$ cat config.mk
export PLATFORM = sky130hd
export DESIGN_NAME = watchdog_timer_timed_config
export DESIGN_NICKNAME = d
export VERILOG_FILES = /design/src/verilog/wdt_pkg.sv /design/src/verilog/watchdog_timer_timed_config.sv /design/src/verilog/wdt_osc_tick.sv
export SDC_FILE = /design/constraint.sdc
export NUM_CORES = 1
export LEC_CHECK = 0
export BUFFER_PORTS_ARGS = -buffer_cell sky130_fd_sc_hd__buf_4
export CORE_MARGIN = 2
export CORE_UTILIZATION = 59
export DETAILED_ROUTE_END_ITERATION = 12
export PLACE_DENSITY_LB_ADDON = 0.2
export SYNTH_ARGS = -nofsm -noshare
export SYNTH_HDL_FRONTEND = slang
export SYNTH_SLANG_ARGS = --single-unit
$ cat constraint.sdc
create_clock -name i_sys_clk -period 2.8 [get_ports i_sys_clk]
set_input_delay 0.14 -clock i_sys_clk [delete_from_list [all_inputs] [get_ports i_sys_clk]]
set_output_delay 0.14 -clock i_sys_clk [all_outputs]
set_load 0.1 [all_outputs]
$ cat src/verilog/wdt_pkg.sv
// shared constants and types of the watchdog timer
package wdt_pkg;

    // ------------------------------------------------------------------
    // register offsets
    // ------------------------------------------------------------------
    localparam logic [7:0] ADDR_CONTROL     = 8'h00;
    localparam logic [7:0] ADDR_RESET_CAUSE = 8'h01;
    localparam logic [7:0] ADDR_IRQ_STATUS  = 8'h02;
    localparam logic [7:0] ADDR_IRQ_MASK    = 8'h03;

    // ------------------------------------------------------------------
    // field positions
    // ------------------------------------------------------------------
    localparam int CTL_SEL_LSB       = 0;   // timeout_sel_0..2
    localparam int CTL_SEL_MSB       = 2;
    localparam int CTL_ON_BIT        = 3;   // watchdog_on
    localparam int CTL_WIN_BIT       = 4;   // change_window_open
    localparam int CAUSE_TIMEOUT_BIT = 3;   // timeout_reset_flag
    localparam int IRQ_TIMEOUT_BIT   = 0;   // watchdog fired
    localparam int IRQ_LAPSE_BIT     = 1;   // window closed unused
    localparam int IRQ_W             = 2;

    // ------------------------------------------------------------------
    // reset values
    // ------------------------------------------------------------------
    localparam logic [2:0]       SEL_RST      = 3'h0;
    localparam logic [IRQ_W-1:0] IRQ_MASK_RST = 2'h0;

    // ------------------------------------------------------------------
    // timing
    // ------------------------------------------------------------------
    localparam int unsigned SYS_CLK_PERIOD_PS = 4000;       // 250 MHz
    localparam int unsigned OSC_FREQ_HZ       = 1000000;    // watchdog oscillator
    localparam int unsigned OSC_PERIOD_PS     = 1000000000 / (OSC_FREQ_HZ / 1000);
    localparam int unsigned OSC_DIV_CYCLES    = OSC_PERIOD_PS / SYS_CLK_PERIOD_PS;
    localparam logic [2:0]  CHANGE_WIN_CYCLES = 3'h4;       // system clocks
    localparam int unsigned TIMEOUT_BASE_TICKS = 16384;     // code 000

    // ------------------------------------------------------------------
    // change window state
    // ------------------------------------------------------------------
    typedef enum logic [0:0] {
        WIN_CLOSED = 1'b0,
        WIN_OPEN   = 1'b1
    } win_state_t;

endpackage : wdt_pkg

$ cat src/verilog/watchdog_timer_timed_config.sv
// watchdog timer with fuse-selected safety level and timed change window
//
// Implementation choices: the address-and-strobe port and the register addresses.
`timescale 1ns/100ps

// What this block does
// - counter runs on dedicated one-megahertz oscillator
// - restart clears counter, new full period
// - disable or any chip reset clears counter
// - timeout while enabled requests a chip reset
// - select codes pick 16K to 2048K cycles
// - upper three control bits read zero
// - change bit clears itself after four clocks
// - enable sets freely, clears only in window
// - level 1 starts disabled, enable any time
// - prescaler accepted only while window open
// - level 2 always enabled, enable reads one
// - level 2 cannot be disabled at all
// - level 2 second write updates prescaler only
// - timeout gives one-cycle internal reset pulse
// - watchdog reset sets flag, cleared writing zero
module watchdog_timer_timed_config #(
    parameter int unsigned BASE_TIMEOUT_TICKS = wdt_pkg::TIMEOUT_BASE_TICKS,
    parameter int unsigned CNT_W              = 22
) (
    input  wire logic       i_sys_clk,
    input  wire logic       i_rst_n,
    input  wire logic       i_chip_reset,
    input  wire logic       i_restart,
    input  wire logic       i_always_on_fuse,
    input  wire logic [7:0] i_addr,
    input  wire logic [7:0] i_wr_data,
    input  wire logic       i_wr_stb,
    input  wire logic       i_rd_stb,
    output logic      [7:0] o_rd_data,
    output logic            o_irq,
    output logic            o_chip_reset_req,
    output logic            o_watchdog_on
);

    // ------------------------------------------------------------------
    // helpers
    // ------------------------------------------------------------------

    // oscillator cycles of one timeout period for a select code
    function automatic logic [CNT_W-1:0] timeout_ticks(input logic [2:0] sel);
        logic [CNT_W-1:0] base;
        base = CNT_W'(BASE_TIMEOUT_TICKS);
        return base << sel;
    endfunction : timeout_ticks

    // ------------------------------------------------------------------
    // declarations
    // ------------------------------------------------------------------
    logic                   tick;
    logic                   fuse_r;
    logic                   fuse_nxt;
    logic                   fuse_valid_r;
    logic                   fuse_valid_nxt;
    logic                   on_r;
    logic                   on_nxt;
    logic [2:0]             sel_r;
    logic [2:0]             sel_nxt;
    wdt_pkg::win_state_t    win_state_r;
    wdt_pkg::win_state_t    win_state_nxt;
    logic [2:0]             win_cnt_r;
    logic [2:0]             win_cnt_nxt;
    logic                   lapse_evt;
    logic                   sel_req;
    logic                   disable_req;
    logic                   pend_clear_r;
    logic                   pend_clear_nxt;
    logic                   pend_sel_r;
    logic                   pend_sel_nxt;
    logic [2:0]             sel_osc_r;
    logic [2:0]             sel_osc_nxt;
    logic [CNT_W-1:0]       cnt_r;
    logic [CNT_W-1:0]       cnt_nxt;
    logic                   fire;
    logic                   clear_req;
    logic                   reset_pulse_r;
    logic                   reset_pulse_nxt;
    logic                   cause_flag_r;
    logic                   cause_flag_nxt;
    logic [wdt_pkg::IRQ_W-1:0] irq_stat_r;
    logic [wdt_pkg::IRQ_W-1:0] irq_stat_nxt;
    logic [wdt_pkg::IRQ_W-1:0] irq_mask_r;
    logic [wdt_pkg::IRQ_W-1:0] irq_mask_nxt;
    logic [wdt_pkg::IRQ_W-1:0] irq_evt;
    logic                   irq_r;
    logic                   irq_nxt;
    logic [7:0]             rd_data_r;
    logic [7:0]             rd_data_nxt;
    logic                   on_out_r;
    logic                   on_out_nxt;
    logic                   chip_rst;
    logic                   eff_on;
    logic                   wr_ctl;
    logic                   wr_cause;
    logic                   wr_stat;
    logic                   wr_mask;
    logic                   wr_win;
    logic                   wr_on;
    logic [2:0]             wr_sel;

    // ------------------------------------------------------------------
    // oscillator enable
    // ------------------------------------------------------------------

    // one pulse per microsecond stands in for the watchdog oscillator
    wdt_osc_tick #(
        .DIV (wdt_pkg::OSC_DIV_CYCLES)
    ) u_osc_tick (
        .i_sys_clk (i_sys_clk),
        .i_rst_n   (i_rst_n),
        .o_tick    (tick)
    );

    // ------------------------------------------------------------------
    // bus decode
    // ------------------------------------------------------------------

    // write strobes per register and fields of the written control byte
    assign wr_ctl   = i_wr_stb && (i_addr == wdt_pkg::ADDR_CONTROL);
    assign wr_cause = i_wr_stb && (i_addr == wdt_pkg::ADDR_RESET_CAUSE);
    assign wr_stat  = i_wr_stb && (i_addr == wdt_pkg::ADDR_IRQ_STATUS);
    assign wr_mask  = i_wr_stb && (i_addr == wdt_pkg::ADDR_IRQ_MASK);
    assign wr_win   = i_wr_data[wdt_pkg::CTL_WIN_BIT];
    assign wr_on    = i_wr_data[wdt_pkg::CTL_ON_BIT];
    assign wr_sel   = i_wr_data[wdt_pkg::CTL_SEL_MSB:wdt_pkg::CTL_SEL_LSB];

    // own timeout pulse and outside chip resets act alike
    assign chip_rst = i_chip_reset || reset_pulse_r;
    assign eff_on   = on_r || fuse_r;

    // ------------------------------------------------------------------
    // configuration and change window
    // ------------------------------------------------------------------

    // fuse capture, enable bit, prescaler and the four-cycle window
    always_comb begin
        fuse_nxt       = fuse_r;
        fuse_valid_nxt = 1'b1;
        on_nxt         = on_r;
        sel_nxt        = sel_r;
        win_state_nxt  = win_state_r;
        win_cnt_nxt    = win_cnt_r;
        lapse_evt      = 1'b0;
        sel_req        = 1'b0;
        // catch the fuse level on the first edge after reset release
        if (!fuse_valid_r) begin
            fuse_nxt = i_always_on_fuse;
        end
        // window closes by itself after four system clocks
        if (win_state_r == wdt_pkg::WIN_OPEN) begin
            if (win_cnt_r == 3'h1) begin
                win_state_nxt = wdt_pkg::WIN_CLOSED;
                win_cnt_nxt   = 3'h0;
                lapse_evt     = 1'b1;
            end else begin
                win_cnt_nxt = win_cnt_r - 3'h1;
            end
        end
        if (wr_ctl) begin
            if (wr_win && wr_on) begin
                // opening write, also enables at level 1
                on_nxt        = 1'b1;
                win_state_nxt = wdt_pkg::WIN_OPEN;
                win_cnt_nxt   = wdt_pkg::CHANGE_WIN_CYCLES;
                lapse_evt     = 1'b0;
            end else if ((win_state_r == wdt_pkg::WIN_OPEN) && !wr_win) begin
                // second write of the timed sequence
                sel_nxt       = wr_sel;
                sel_req       = 1'b1;
                win_state_nxt = wdt_pkg::WIN_CLOSED;
                win_cnt_nxt   = 3'h0;
                lapse_evt     = 1'b0;
                if (!fuse_r) begin
                    on_nxt = wr_on;
                end
            end else if (wr_on) begin
                // enabling needs no sequence; prescaler write ignored
                on_nxt = 1'b1;
            end
        end
        // chip reset clears enable, prescaler and window; a level 2 fuse keeps it on
        if (chip_rst) begin
            on_nxt        = 1'b0;
            sel_nxt       = wdt_pkg::SEL_RST;
            sel_req       = 1'b1;
            win_state_nxt = wdt_pkg::WIN_CLOSED;
            win_cnt_nxt   = 3'h0;
            lapse_evt     = 1'b0;
        end
    end

    // a real disable only happens at level 1
    assign disable_req = on_r && !on_nxt && !fuse_r;

    always_ff @(posedge i_sys_clk or negedge i_rst_n) begin
        if (!i_rst_n) begin
            fuse_r       <= 1'b0;
            fuse_valid_r <= 1'b0;
            on_r         <= 1'b0;
            sel_r        <= wdt_pkg::SEL_RST;
            win_state_r  <= wdt_pkg::WIN_CLOSED;
            win_cnt_r    <= 3'h0;
        end else begin
            fuse_r       <= fuse_nxt;
            fuse_valid_r <= fuse_valid_nxt;
            on_r         <= on_nxt;
            sel_r        <= sel_nxt;
            win_state_r  <= win_state_nxt;
            win_cnt_r    <= win_cnt_nxt;
        end
    end

    // ------------------------------------------------------------------
    // oscillator-timed counter
    // ------------------------------------------------------------------

    // any source that restarts the timeout period
    assign clear_req = i_restart || disable_req || chip_rst;

    // requests wait for the next oscillator pulse; a new request wins
    // over the consumption of an older one so none is lost
    always_comb begin
        pend_clear_nxt  = pend_clear_r;
        pend_sel_nxt    = pend_sel_r;
        sel_osc_nxt     = sel_osc_r;
        cnt_nxt         = cnt_r;
        fire            = 1'b0;
        if (tick) begin
            pend_clear_nxt = 1'b0;
            pend_sel_nxt   = 1'b0;
            if (pend_sel_r || sel_req) begin
                sel_osc_nxt = sel_nxt;
            end
            if (pend_clear_r || clear_req) begin
                cnt_nxt = '0;
            end else if (eff_on) begin
                if (cnt_r == timeout_ticks(sel_osc_r) - CNT_W'(1)) begin
                    cnt_nxt = '0;
                    fire    = 1'b1;
                end else begin
                    cnt_nxt = cnt_r + CNT_W'(1);
                end
            end
        end else begin
            if (clear_req) begin
                pend_clear_nxt = 1'b1;
            end
            if (sel_req) begin
                pend_sel_nxt = 1'b1;
            end
        end
        reset_pulse_nxt = fire;
    end

    always_ff @(posedge i_sys_clk or negedge i_rst_n) begin
        if (!i_rst_n) begin
            pend_clear_r  <= 1'b0;
            pend_sel_r    <= 1'b0;
            sel_osc_r     <= wdt_pkg::SEL_RST;
            cnt_r         <= '0;
            reset_pulse_r <= 1'b0;
        end else begin
            pend_clear_r  <= pend_clear_nxt;
            pend_sel_r    <= pend_sel_nxt;
            sel_osc_r     <= sel_osc_nxt;
            cnt_r         <= cnt_nxt;
            reset_pulse_r <= reset_pulse_nxt;
        end
    end

    // ------------------------------------------------------------------
    // status, interrupts and read data
    // ------------------------------------------------------------------

    assign irq_evt = {lapse_evt, reset_pulse_r};

    // sticky flags: hardware set wins over a software clear
    always_comb begin
        cause_flag_nxt = cause_flag_r;
        if (wr_cause && !i_wr_data[wdt_pkg::CAUSE_TIMEOUT_BIT]) begin
            cause_flag_nxt = 1'b0;
        end
        if (reset_pulse_r) begin
            cause_flag_nxt = 1'b1;
        end
        irq_stat_nxt = irq_stat_r;
        if (wr_stat) begin
            irq_stat_nxt = irq_stat_r & ~i_wr_data[wdt_pkg::IRQ_W-1:0];
        end
        irq_stat_nxt = irq_stat_nxt | irq_evt;
        irq_mask_nxt = irq_mask_r;
        if (wr_mask) begin
            irq_mask_nxt = i_wr_data[wdt_pkg::IRQ_W-1:0];
        end
        irq_nxt    = |(irq_stat_nxt & irq_mask_nxt);
        on_out_nxt = on_nxt || fuse_nxt;
        // read data stand only in the cycle after the strobe
        rd_data_nxt = 8'h00;
        if (i_rd_stb) begin
            case (i_addr)
                wdt_pkg::ADDR_CONTROL: begin
                    rd_data_nxt[wdt_pkg::CTL_SEL_MSB:wdt_pkg::CTL_SEL_LSB] = sel_r;
                    rd_data_nxt[wdt_pkg::CTL_ON_BIT]  = eff_on;
                    rd_data_nxt[wdt_pkg::CTL_WIN_BIT] =
                        (win_state_r == wdt_pkg::WIN_OPEN);
                end
                wdt_pkg::ADDR_RESET_CAUSE: begin
                    rd_data_nxt[wdt_pkg::CAUSE_TIMEOUT_BIT] = cause_flag_r;
                end
                wdt_pkg::ADDR_IRQ_STATUS: begin
                    rd_data_nxt[wdt_pkg::IRQ_W-1:0] = irq_stat_r;
                end
                wdt_pkg::ADDR_IRQ_MASK: begin
                    rd_data_nxt[wdt_pkg::IRQ_W-1:0] = irq_mask_r;
                end
                default: begin
                    rd_data_nxt = 8'h00;
                end
            endcase
        end
    end

    always_ff @(posedge i_sys_clk or negedge i_rst_n) begin
        if (!i_rst_n) begin
            cause_flag_r <= 1'b0;
            irq_stat_r   <= '0;
            irq_mask_r   <= wdt_pkg::IRQ_MASK_RST;
            irq_r        <= 1'b0;
            rd_data_r    <= 8'h00;
            on_out_r     <= 1'b0;
        end else begin
            cause_flag_r <= cause_flag_nxt;
            irq_stat_r   <= irq_stat_nxt;
            irq_mask_r   <= irq_mask_nxt;
            irq_r        <= irq_nxt;
            rd_data_r    <= rd_data_nxt;
            on_out_r     <= on_out_nxt;
        end
    end

    // ------------------------------------------------------------------
    // outputs
    // ------------------------------------------------------------------
    assign o_rd_data        = rd_data_r;
    assign o_irq            = irq_r;
    assign o_chip_reset_req = reset_pulse_r;
    assign o_watchdog_on    = on_out_r;

endmodule : watchdog_timer_timed_config

$ cat src/verilog/wdt_osc_tick.sv
// divider that stands in for the watchdog oscillator as an enable pulse
`timescale 1ns/100ps
module wdt_osc_tick #(
    parameter int unsigned DIV = wdt_pkg::OSC_DIV_CYCLES
) (
    input  wire logic i_sys_clk,
    input  wire logic i_rst_n,
    output logic      o_tick
);

    logic [15:0] div_r;
    logic [15:0] div_nxt;
    logic        tick_r;
    logic        tick_nxt;

    // count system clocks, one pulse per oscillator period
    always_comb begin
        tick_nxt = 1'b0;
        div_nxt  = div_r + 16'h0001;
        if (div_r == 16'(DIV - 1)) begin
            div_nxt  = 16'h0000;
            tick_nxt = 1'b1;
        end
    end

    always_ff @(posedge i_sys_clk or negedge i_rst_n) begin
        if (!i_rst_n) begin
            div_r  <= 16'h0000;
            tick_r <= 1'b0;
        end else begin
            div_r  <= div_nxt;
            tick_r <= tick_nxt;
        end
    end

    assign o_tick = tick_r;

endmodule : wdt_osc_tick

-- After elaboration in Yosys (flattened, before gate mapping)
Index checks and enable logic that the tools add are counted.
- output and inout bits: 11
- logic and storage cells: 117
- bits in registers: 70
- equal/unequal tests: 6
- shift operators: 1
- reductions and logical operators: 28
- mux-type cells: 55
- add/sub/neg operators: 4
- bitwise gates (word level): 4
- operators by type and width (cell ; number):
    two-way mux 22 bit ; 3
    two-way mux 1 bit ; 36
    two-way mux 3 bit ; 10
    adder 22 x 1 -> 22 bit (second input constant) ; 1
    == test 22 bit ; 1
    << shifter 15 x 3 -> 22 bit (first input constant) ; 1
    subtractor 22 x 1 -> 22 bit (second input constant) ; 1
    adder 16 x 1 -> 16 bit (second input constant) ; 1
    == test 16 x 8 -> 1 bit (second input constant) ; 1
    == test 8 x 2 -> 1 bit (second input constant) ; 2
    two-way mux 16 bit ; 1
    logical AND 1 bit ; 9
    == test 8 x 1 -> 1 bit (second input constant) ; 1
    logical NOT 8 bit ; 1
    nonzero test 2 bit ; 4
    logical OR 1 bit ; 7
    one-hot mux 2 bit (3 select lines) ; 1
    two-way mux 5 bit ; 1
    AND 2 bit ; 2
    logical NOT 1 bit ; 4
    two-way mux 2 bit ; 2
    AND reduction 2 bit ; 2
    == test 3 x 1 -> 1 bit (second input constant) ; 1
    subtractor 3 x 1 -> 3 bit (second input constant) ; 1
    4 further kinds ; 4

-- Depth between registers and ports, before layout
Gate-level depths: netlist (run 1).
- word-level depth: 14
- mapped depth: 8
- mapped depth without buffers: 8

-- Cells and area by module
From an unflattened synthesis (run 1), not the netlist that was laid out.
- cell total of the unflattened synthesis: 350
- area total of the unflattened synthesis: 3555.9 µm²
- modules (own cells, without submodules) (module ; instances ; cells an instance ; sequential area each (µm²) ; area each (µm²)):
    watchdog_timer_timed_config ; 1 ; 281 ; 1251.2 ; 2770.2
    wdt_osc_tick ; 1 ; 69 ; 425.4 ; 785.8

-- Least setup slack after synthesis (run 1)
Ideal clock, no wire load.
- path kind: reg2reg
- from: reg reset_pulse_r, in the netlist o_chip_reset_req
- to: reg cnt_r[16]
- period minus slack after synthesis: 2.592 ns
- path buffers: 2
- stages on the path, launching flop included: 9
- slack: 0.208 ns
- arrival: 2.496 ns
- setup time: 0.095 ns
- cell sequence: dfrtp_1 > or2_1 > clkbuf_1 > or3_4 > a21oi_4 > o41a_4 > clkbuf_8 > nand3_1 > o31ai_1
- longest elaborated chain between the ends: 10
- elaborated cells between the ends (all ways): 11
- those cells by class: mux (2); reduce/logical (9)
- RTL lines (item ; RTL line ; RTL):
    start, declared ; watchdog_timer_timed_config.sv:81 ; logic reset_pulse_r;
    start signal, assigned ; watchdog_timer_timed_config.sv:272 ; reset_pulse_r <= reset_pulse_nxt;
    logical OR 1 bit * ; watchdog_timer_timed_config.sv:133 ; assign chip_rst = i_chip_reset || reset_pulse_r;
    two-way mux 1 bit ; watchdog_timer_timed_config.sv:187 ; if (chip_rst) begin
    logical NOT 1 bit ; watchdog_timer_timed_config.sv:198 ; assign disable_req = on_r && !on_nxt && !fuse_r;
    logical AND 1 bit (2 in a row) ; watchdog_timer_timed_config.sv:198 ;
    logical OR 1 bit ; watchdog_timer_timed_config.sv:223 ; assign clear_req = i_restart || disable_req || chip_rst;
    logical OR 1 bit * ; watchdog_timer_timed_config.sv:223 ;
    logical OR 1 bit * ; watchdog_timer_timed_config.sv:239 ; if (pend_clear_r || clear_req) begin
    nonzero test 2 bit (no source line) ; -- ;
    AND reduction 2 bit (no source line) ; -- ;
    end signal, assigned ; watchdog_timer_timed_config.sv:271 ; cnt_r <= cnt_nxt;
    end, declared ; watchdog_timer_timed_config.sv:77 ; logic [CNT_W-1:0] cnt_r;
Mark *: on every way between the ends. The rest lies on a longest branch, timed or not.
A chain may end at the register's enable or synchronous reset.

-- Final worst setup path (run 1)
- from: reg sel_osc_r[2]
- to: reg cnt_r[3]
- longest elaborated chain between the ends: 6
- RTL lines (item ; RTL line ; RTL):
    start, declared ; watchdog_timer_timed_config.sv:75 ; logic [2:0] sel_osc_r;
    start signal, assigned ; watchdog_timer_timed_config.sv:264 ; sel_osc_r <= wdt_pkg::SEL_RST;
    start signal, assigned ; watchdog_timer_timed_config.sv:270 ; sel_osc_r <= sel_osc_nxt;
    << shifter 15 x 3 -> 22 bit ; watchdog_timer_timed_config.sv:49 ; return base << sel;
    subtractor 22 x 1 -> 22 bit ; watchdog_timer_timed_config.sv:242 ; if (cnt_r == timeout_ticks(sel_osc_r) - CNT_W'(1)) begin
    == test 22 bit ; watchdog_timer_timed_config.sv:242 ;
    two-way mux 22 bit ; watchdog_timer_timed_config.sv:242 ;
    two-way mux 22 bit ; watchdog_timer_timed_config.sv:241 ; end else if (eff_on) begin
    two-way mux 22 bit ; watchdog_timer_timed_config.sv:239 ;
Every way passes these cells. The select of a mux whose other input is x is not followed.

==> results of run 1 <==
## metal layers
metal,vias to the layer above,track usage (%),share of wire (%),wire [um]
met1,1309,31.3,47,3300
met5,-,0,0,0
met2,75,36.3,47,3270
met4,0,9.49,1.2,84
met3,8,5.56,5.2,367
li1,1348,-,-,-
## per-stage QoR
stage          instances  util, %  cell area [um^2]  hold slack (ns)  power [mW]
6_report             468     67.9              3980           0.0275        2.05
5_1_grt              468     67.9              3980           0.0263        2.11
4_1_cts              468     67.9              3980          0.00925        2.06
3_5_place_dp         451     63.8              3730            0.298        1.10
3_3_place_gp         451     63.8              3730            0.285        1.10
2_1_floorplan        365        -              3530           -0.156        1.05
## cell type report
class / count / area [um^2] / area share [%]
tap: 75 / 93.8 / 2.36
inverter: 10 / 37.5 / 0.944
multi-input combinational: 270 / 1710 / 42.9
clock buffer: 12 / 135 / 3.40
sequential: 67 / 1680 / 42.2
timing repair buffer: 30 / 228 / 5.73
clock inverter: 4 / 98.8 / 2.49
## flip-flops by register name (all words and copies together), names as in the netlist, 2 cells and up
name / cells
win_cnt_r: 3
o_rd_data: 5
sel_osc_r: 3
u_osc_tick.div_r: 16
irq_stat_r: 2
irq_mask_r: 2
sel_r: 3
cnt_r: 22
## worst max-delay path: cells and delay by family (launching register included)
kind            cells  cell delay [ns]
compound gates      3             0.81
simple gates        2             0.74
flops               1             0.50
mux                 1             0.20
## cells by family after synthesis
group | after synthesis | synth area share, %
DFF | 67 | 47.6
xor gates and xnor gates | 15 | 3.73
muxes | 10 | 3.16
AOI/OAI and AO/OA | 72 | 14.7
and+or+nand+nor | 164 | 24.6
other | 2 | 0.213
buffers and inverters | 28 | 4.26
adders and majority gates | 5 | 1.77
## worst min path at each step
stage	startpoint	endpoint	slack (ns)
floorplan	i_rst_n	cause_flag_r	-0.16
global placement	i_rst_n	o_irq	0.28
detailed placement	i_rst_n	irq_mask_r[0]	0.30
CTS	i_addr[1]	o_rd_data[4]	0.009
global route	i_addr[1]	o_rd_data[4]	0.03
finish	i_addr[1]	o_rd_data[4]	0.03
## cells in the final DEF, fill, tap and decap left out, types with 4 or more instances in the layout
cell type,n
dfrtp_1,67
nand2_1,38
nor2_1,37
nand3_1,30
buf_4,29
a21oi_1,18
inv_1,10
o21ai_0,10
mux2_2,9
clkbuf_8,9
nor3_1,8
xnor2_1,8
a22o_1,8
and3_1,7
xor2_1,7
a21o_1,6
a21o_2,6
nor4_1,5
nand4_1,5
ha_1,5
o31ai_1,4
conb_1,4
## power by group through the flow
stage / Clock [mW] / Sequential, mW / Combinational, mW
after floorplan: 0 / 1.01 / 0.0415
after global placement: 0 / 0.997 / 0.101
after detailed placement: 0 / 0.997 / 0.102
after CTS: 0.982 / 0.978 / 0.103
after global routing: 1.02 / 0.978 / 0.112
final: 0.974 / 0.978 / 0.102
==> impl_metrics.py, run 1 <==
metrics = {
    "power": {
        "power_density_mw_per_mm2": 517,
        "power.internal_mw": 1.60,
        "ir_drop_uv": 341,
        "switchingPower_uw": 455,
        "power_switching_share_pct": 22.2,
        "power.leakage_nw": 1.81,
        "seqPwrFrac_pct": 47.6,
        "power_frac_clock_pct": 47.4,
        "p_comb_share_pct": 4.9,
    },
    "route": {
        "viasPerCell": 5.85,
        "antenna_left": 0,
        "route.detailed.drc": 0,
        "wl_per_cell_um": 15.0,
        "wl_um": 7030,
        "initialDrtViolationCount": 171,
        "dr.pass1.iters": 4,
        "dr_total_vias": 2740,
    },
    "clock_tree": {
        "clock-sinks": 67,
        "cts_htree_levels": 3,
        "insertion_delay_ns": 0.35,
        "clkTransAtPathRegs_ns": 0.08,
        "cts_resized": 0,
        "cts_tree": "built",
        "post_cts_buffers": 0,
        "cts-root-buf": "clkbuf_8",
        "cts-buffers-inserted": 9,
        "cts_buffer_depth": 2,
        "hold_buffers": 1,
    },
    "synth": {
        "synth_cell_types": 63,
        "ys_ff_latch": 67,
        "synth.area.top_cells": "dfrtp_1 (48%), nand3_1 (4.3%), nand2_1 (4.0%), nor2_1 (3.9%), mux2_2 (2.9%)",
        "synth.avg_cell_area_um2": 9.71,
        "netlist_instances": 363,
        "yosysTopAreaCellShare_pct": 47.6,
        "synth.most_common_cell": "dfrtp_1",
        "synth_largest_area_cell": "dfrtp_1",
        "synth_area_mm2": 0.00352,
        "async_flop_share_pct": 100,
        "synth_ff_type": "dfrtp_1",
        "synth_seq_area_share_pct": 47.6,
        "synth_edf_count": 0,
        "ys_warn_count": 0,
        "yosys-top-cells-count": "dfrtp_1 (67), nand2_1 (38), nor2_1 (37)",
    },
    "floorplan": {
        "die_x_um": 81.3,
        "die_area_mm2": 0.00661,
        "core_area_mm2": 0.00585,
        "ioPinCount": 34,
        "die-height_um": 81.3,
        "rows": 28,
        "initial_utilization_pct": 60.2,
    },
    "sta": {
        "final.setup.worst_slack_ns": 0.447,
        "tightest_slew_ns": 0.824,
        "setup_tns_ns": 0,
        "finalHoldViolCount": 0,
        "fin_crit_sh_pct": 84.0,
        "clock_skew_ns": 0.00962,
        "max_freq_ghz": 0.425,
        "setup_viol": 0,
        "slew_headroom_pct": 45.1,
        "fin_crit_ns": 2.35,
        "rsz0062_at_grt": "no",
        "slew_viol_final": 0,
    },
    "grt": {
        "grt_pass1_wl_um": 11900,
        "grt_util_all_layers_pct": 23.3,
        "grt_max_degree": 68,
        "antenna_found_initial": 0,
        "gr-total-overflow": 0,
        "first_global_vias": 2579,
    },
    "min_path": {
        "min_path_type": "input port to flip-flop",
        "hold_depth": 2,
    },
    "critical_path": {
        "worstSetupStartpointType": "flip-flop",
        "cp-startpoint": "sel_osc_r[2]",
        "required_ns": 3.03,
        "critPathCaptureType": "flip-flop",
        "r2r-end": "cnt_r[3]",
        "critPathMaxFanout": 17,
        "cp_slowest_cell": "dfrtp_1",
        "r2r-start": "sel_osc_r[2]",
        "crit_arrival_ns": 2.58,
        "worst-r2r-cell-count": 6,
        "worstSetupEndpoint": "cnt_r[3]",
        "r2r_slack_ns": 0.45,
        "crit_chain": "or4_1, mux2i_1, o32ai_1, o41a_4, and2_4, a22o_1",
        "path_class": "flip-flop to flip-flop",
        "max_stage_delay_ns": 0.50,
    },
    "placement": {
        "pre_cts_slack_ns": 0.467,
        "port-buffer-count": 27,
        "gp_congestion": 0.887,
        "hpwl_um": 4730,
    },
    "final_layout": {
        "nNetsFinal": 416,
        "area_growth_pct": 12.8,
        "drive_above_1_share_pct": 17.6,
        "fillers": 472,
        "diodes": 0,
    },
    "job": {
        "max-cap-violations": 0,
    },
    "outcome": {
        "status": "finished, final reports clean",
    },
}
Power figures use the tool's default switching activity.
==> run 2, diff against run 1 <==
==> constraint.sdc (replaced) <==
create_clock -name i_sys_clk -period 2.2 [get_ports i_sys_clk]
set_input_delay 0.11 -clock i_sys_clk [delete_from_list [all_inputs] [get_ports i_sys_clk]]
set_output_delay 0.11 -clock i_sys_clk [all_outputs]
set_load 0.1 [all_outputs]
==> impl_metrics.py, run 2 (synthesized netlist as in run 1, its figures left out) <==
metrics = {
    "final_layout": {
        "diodes": 0,
        "final_common_cell": "dfrtp_1",
        "area_growth_pct": 22.9,
        "utilization_pct": 74.0,
        "layout_common_cells": "dfrtp_1 (64), buf_4 (52), nand2_1 (38)",
        "drive_above_1_share_pct": 26.5,
        "top_register": "cnt_r",
        "fillers": 414,
        "final_cells": 498,
        "nNetsFinal": 446,
        "largest_register_ffs": 22,
    },
    "critical_path": {
        "worstSetupStartpointType": "flip-flop",
        "crit_arrival_ns": 2.46,
        "crit_family": "compound AO/OA/AOI/OAI gates",
        "r2r-start": "sel_osc_r[2]",
        "path_buf_inv": 0,
        "required_ns": 2.44,
        "critPathCaptureType": "flip-flop",
        "path_class": "flip-flop to flip-flop",
        "worst-r2r-cell-count": 6,
        "r2r-end": "cnt_r[3]",
        "critPathMaxFanout": 8,
        "cp-startpoint": "sel_osc_r[2]",
        "crit_chain": "or4_4, mux2i_4, o32ai_2, o41a_4, and2_4, a22o_1",
        "cp_slowest_cell": "or4_4",
        "max_stage_delay_ns": 0.51,
        "cp.depth": 6,
        "worstSetupEndpoint": "cnt_r[3]",
        "r2r_slack_ns": -0.02,
    },
    "sta": {
        "final.setup.worst_slack_ns": -0.0239,
        "fin_crit_ns": 2.22,
        "finalHoldViolCount": 0,
        "slew_viol_final": 0,
        "slew_headroom_pct": 59.3,
        "fin_crit_sh_pct": 101,
        "setup_viol": 9,
        "clock_skew_ns": 0.00763,
        "max_freq_ghz": 0.450,
        "rsz0062_at_grt": "yes",
        "whs_ns": 0.0404,
        "setup_tns_ns": -0.133,
        "tightest_slew_ns": 0.610,
    },
    "floorplan": {
        "die_area_mm2": 0.00661,
        "ioPinCount": 34,
        "initial_utilization_pct": 60.2,
        "die_x_um": 81.3,
        "die-height_um": 81.3,
        "core_area_mm2": 0.00585,
        "rows": 28,
    },
    "placement": {
        "hpwl_um": 5310,
        "placedCellCount": 472,
        "pre_cts_slack_ns": -0.0273,
        "port-buffer-count": 27,
        "gp_congestion": 0.821,
    },
    "clock_tree": {
        "insertion_delay_ns": 0.35,
        "cts_buffer_depth": 2,
        "clkTransAtPathRegs_ns": 0.08,
        "cts_htree_levels": 3,
        "cts_tree": "built",
        "cts-root-buf": "clkbuf_8",
        "cts-buffers-inserted": 9,
        "clock-sinks": 67,
    },
    "route": {
        "viasPerCell": 5.89,
        "initialDrtViolationCount": 220,
        "dr.pass1.iters": 5,
        "route.detailed.drc": 0,
        "dr_total_vias": 2934,
        "wl_um": 7800,
        "wl_per_cell_um": 15.7,
        "antenna_left": 0,
    },
    "power": {
        "power.leakage_nw": 2.00,
        "ir_drop_uv": 464,
        "power_density_mw_per_mm2": 609,
    },
    "outcome": {
        "status": "complete, but fails checks",
        "violations": "setup timing",
    },
    "min_path": {
        "min_path_type": "input port to flip-flop",
    },
    "grt": {
        "antenna_found_initial": 0,
        "grt_pass1_wl_um": 12700,
        "grt_util_all_layers_pct": 25.4,
        "grt_max_degree": 49,
        "gr-total-overflow": 0,
        "first_global_vias": 2716,
    },
    "job": {
        "max-cap-violations": 0,
    },
}
-- run 2: area by class of cell --
cell class | count | area, um^2 | share of cell area (%)
clock inverters | 5 | 100 | 2.31
inverters | 10 | 37.5 | 0.867
well taps | 75 | 93.8 | 2.17
clock buffers | 11 | 141 | 3.26
multi-input cells | 271 | 1800 | 41.6
flip-flops and latches | 67 | 1680 | 38.9
repair buffers | 59 | 472 | 10.9
-- run 2: worst reg2reg max path: stages (launching register included) --
cell and delay (ns):
dfrtp_2 0.46, or4_4 0.51, mux2i_4 0.18, o32ai_2 0.13, o41a_4 0.42, and2_4 0.21, a22o_1 0.21
-- run 2: worst min path at each step --
stage / endpoint / start / depth (start not counted)
after detailed placement: o_irq / i_rst_n / 1
after global routing: irq_mask_r[1] / i_wr_data[1] / 2
after global placement: o_irq / i_rst_n / 1
after CTS: irq_mask_r[0] / i_wr_data[0] / 2
after floorplan: cause_flag_r / i_rst_n / 0
final: irq_mask_r[0] / i_wr_data[0] / 2
-- run 2: per-layer routing --
layer | track usage (%) | wire, um
met1 | 31.9 | 3440
met2 | 42.9 | 3930
met3 | 5.11 | 316
met4 | 10.0 | 120
met5 | 0 | 0
-- run 2: stage by stage --
| step | cell area [um^2] | power [mW] |
|---|---|---|
| floorplan | 3550 | 1.34 |
| global placement | 3920 | 1.40 |
| detailed placement | 3920 | 1.40 |
| CTS | 4230 | 2.66 |
| global route | 4330 | 2.71 |
| finish | 4330 | 2.64 |
-- run 2: repair_timing --
item                                    in CTS  in global routing
hold endpoints to repair                    50                  0
gates resized for setup                      1                 16
setup buffers                                2                  2
gates cloned                                 0                  1
endpoints found under the setup margin      13                 19
hold buffers                                 5                  0
pin swaps                                    0                  2
-- run 2: power breakdown --
part / leakage [nW] / internal [mW] / switching (mW)
registers: 0.875 / 1.24 / 0.00625
clock network: 0.123 / 0.780 / 0.470
logic: 1.00 / 0.0455 / 0.0940
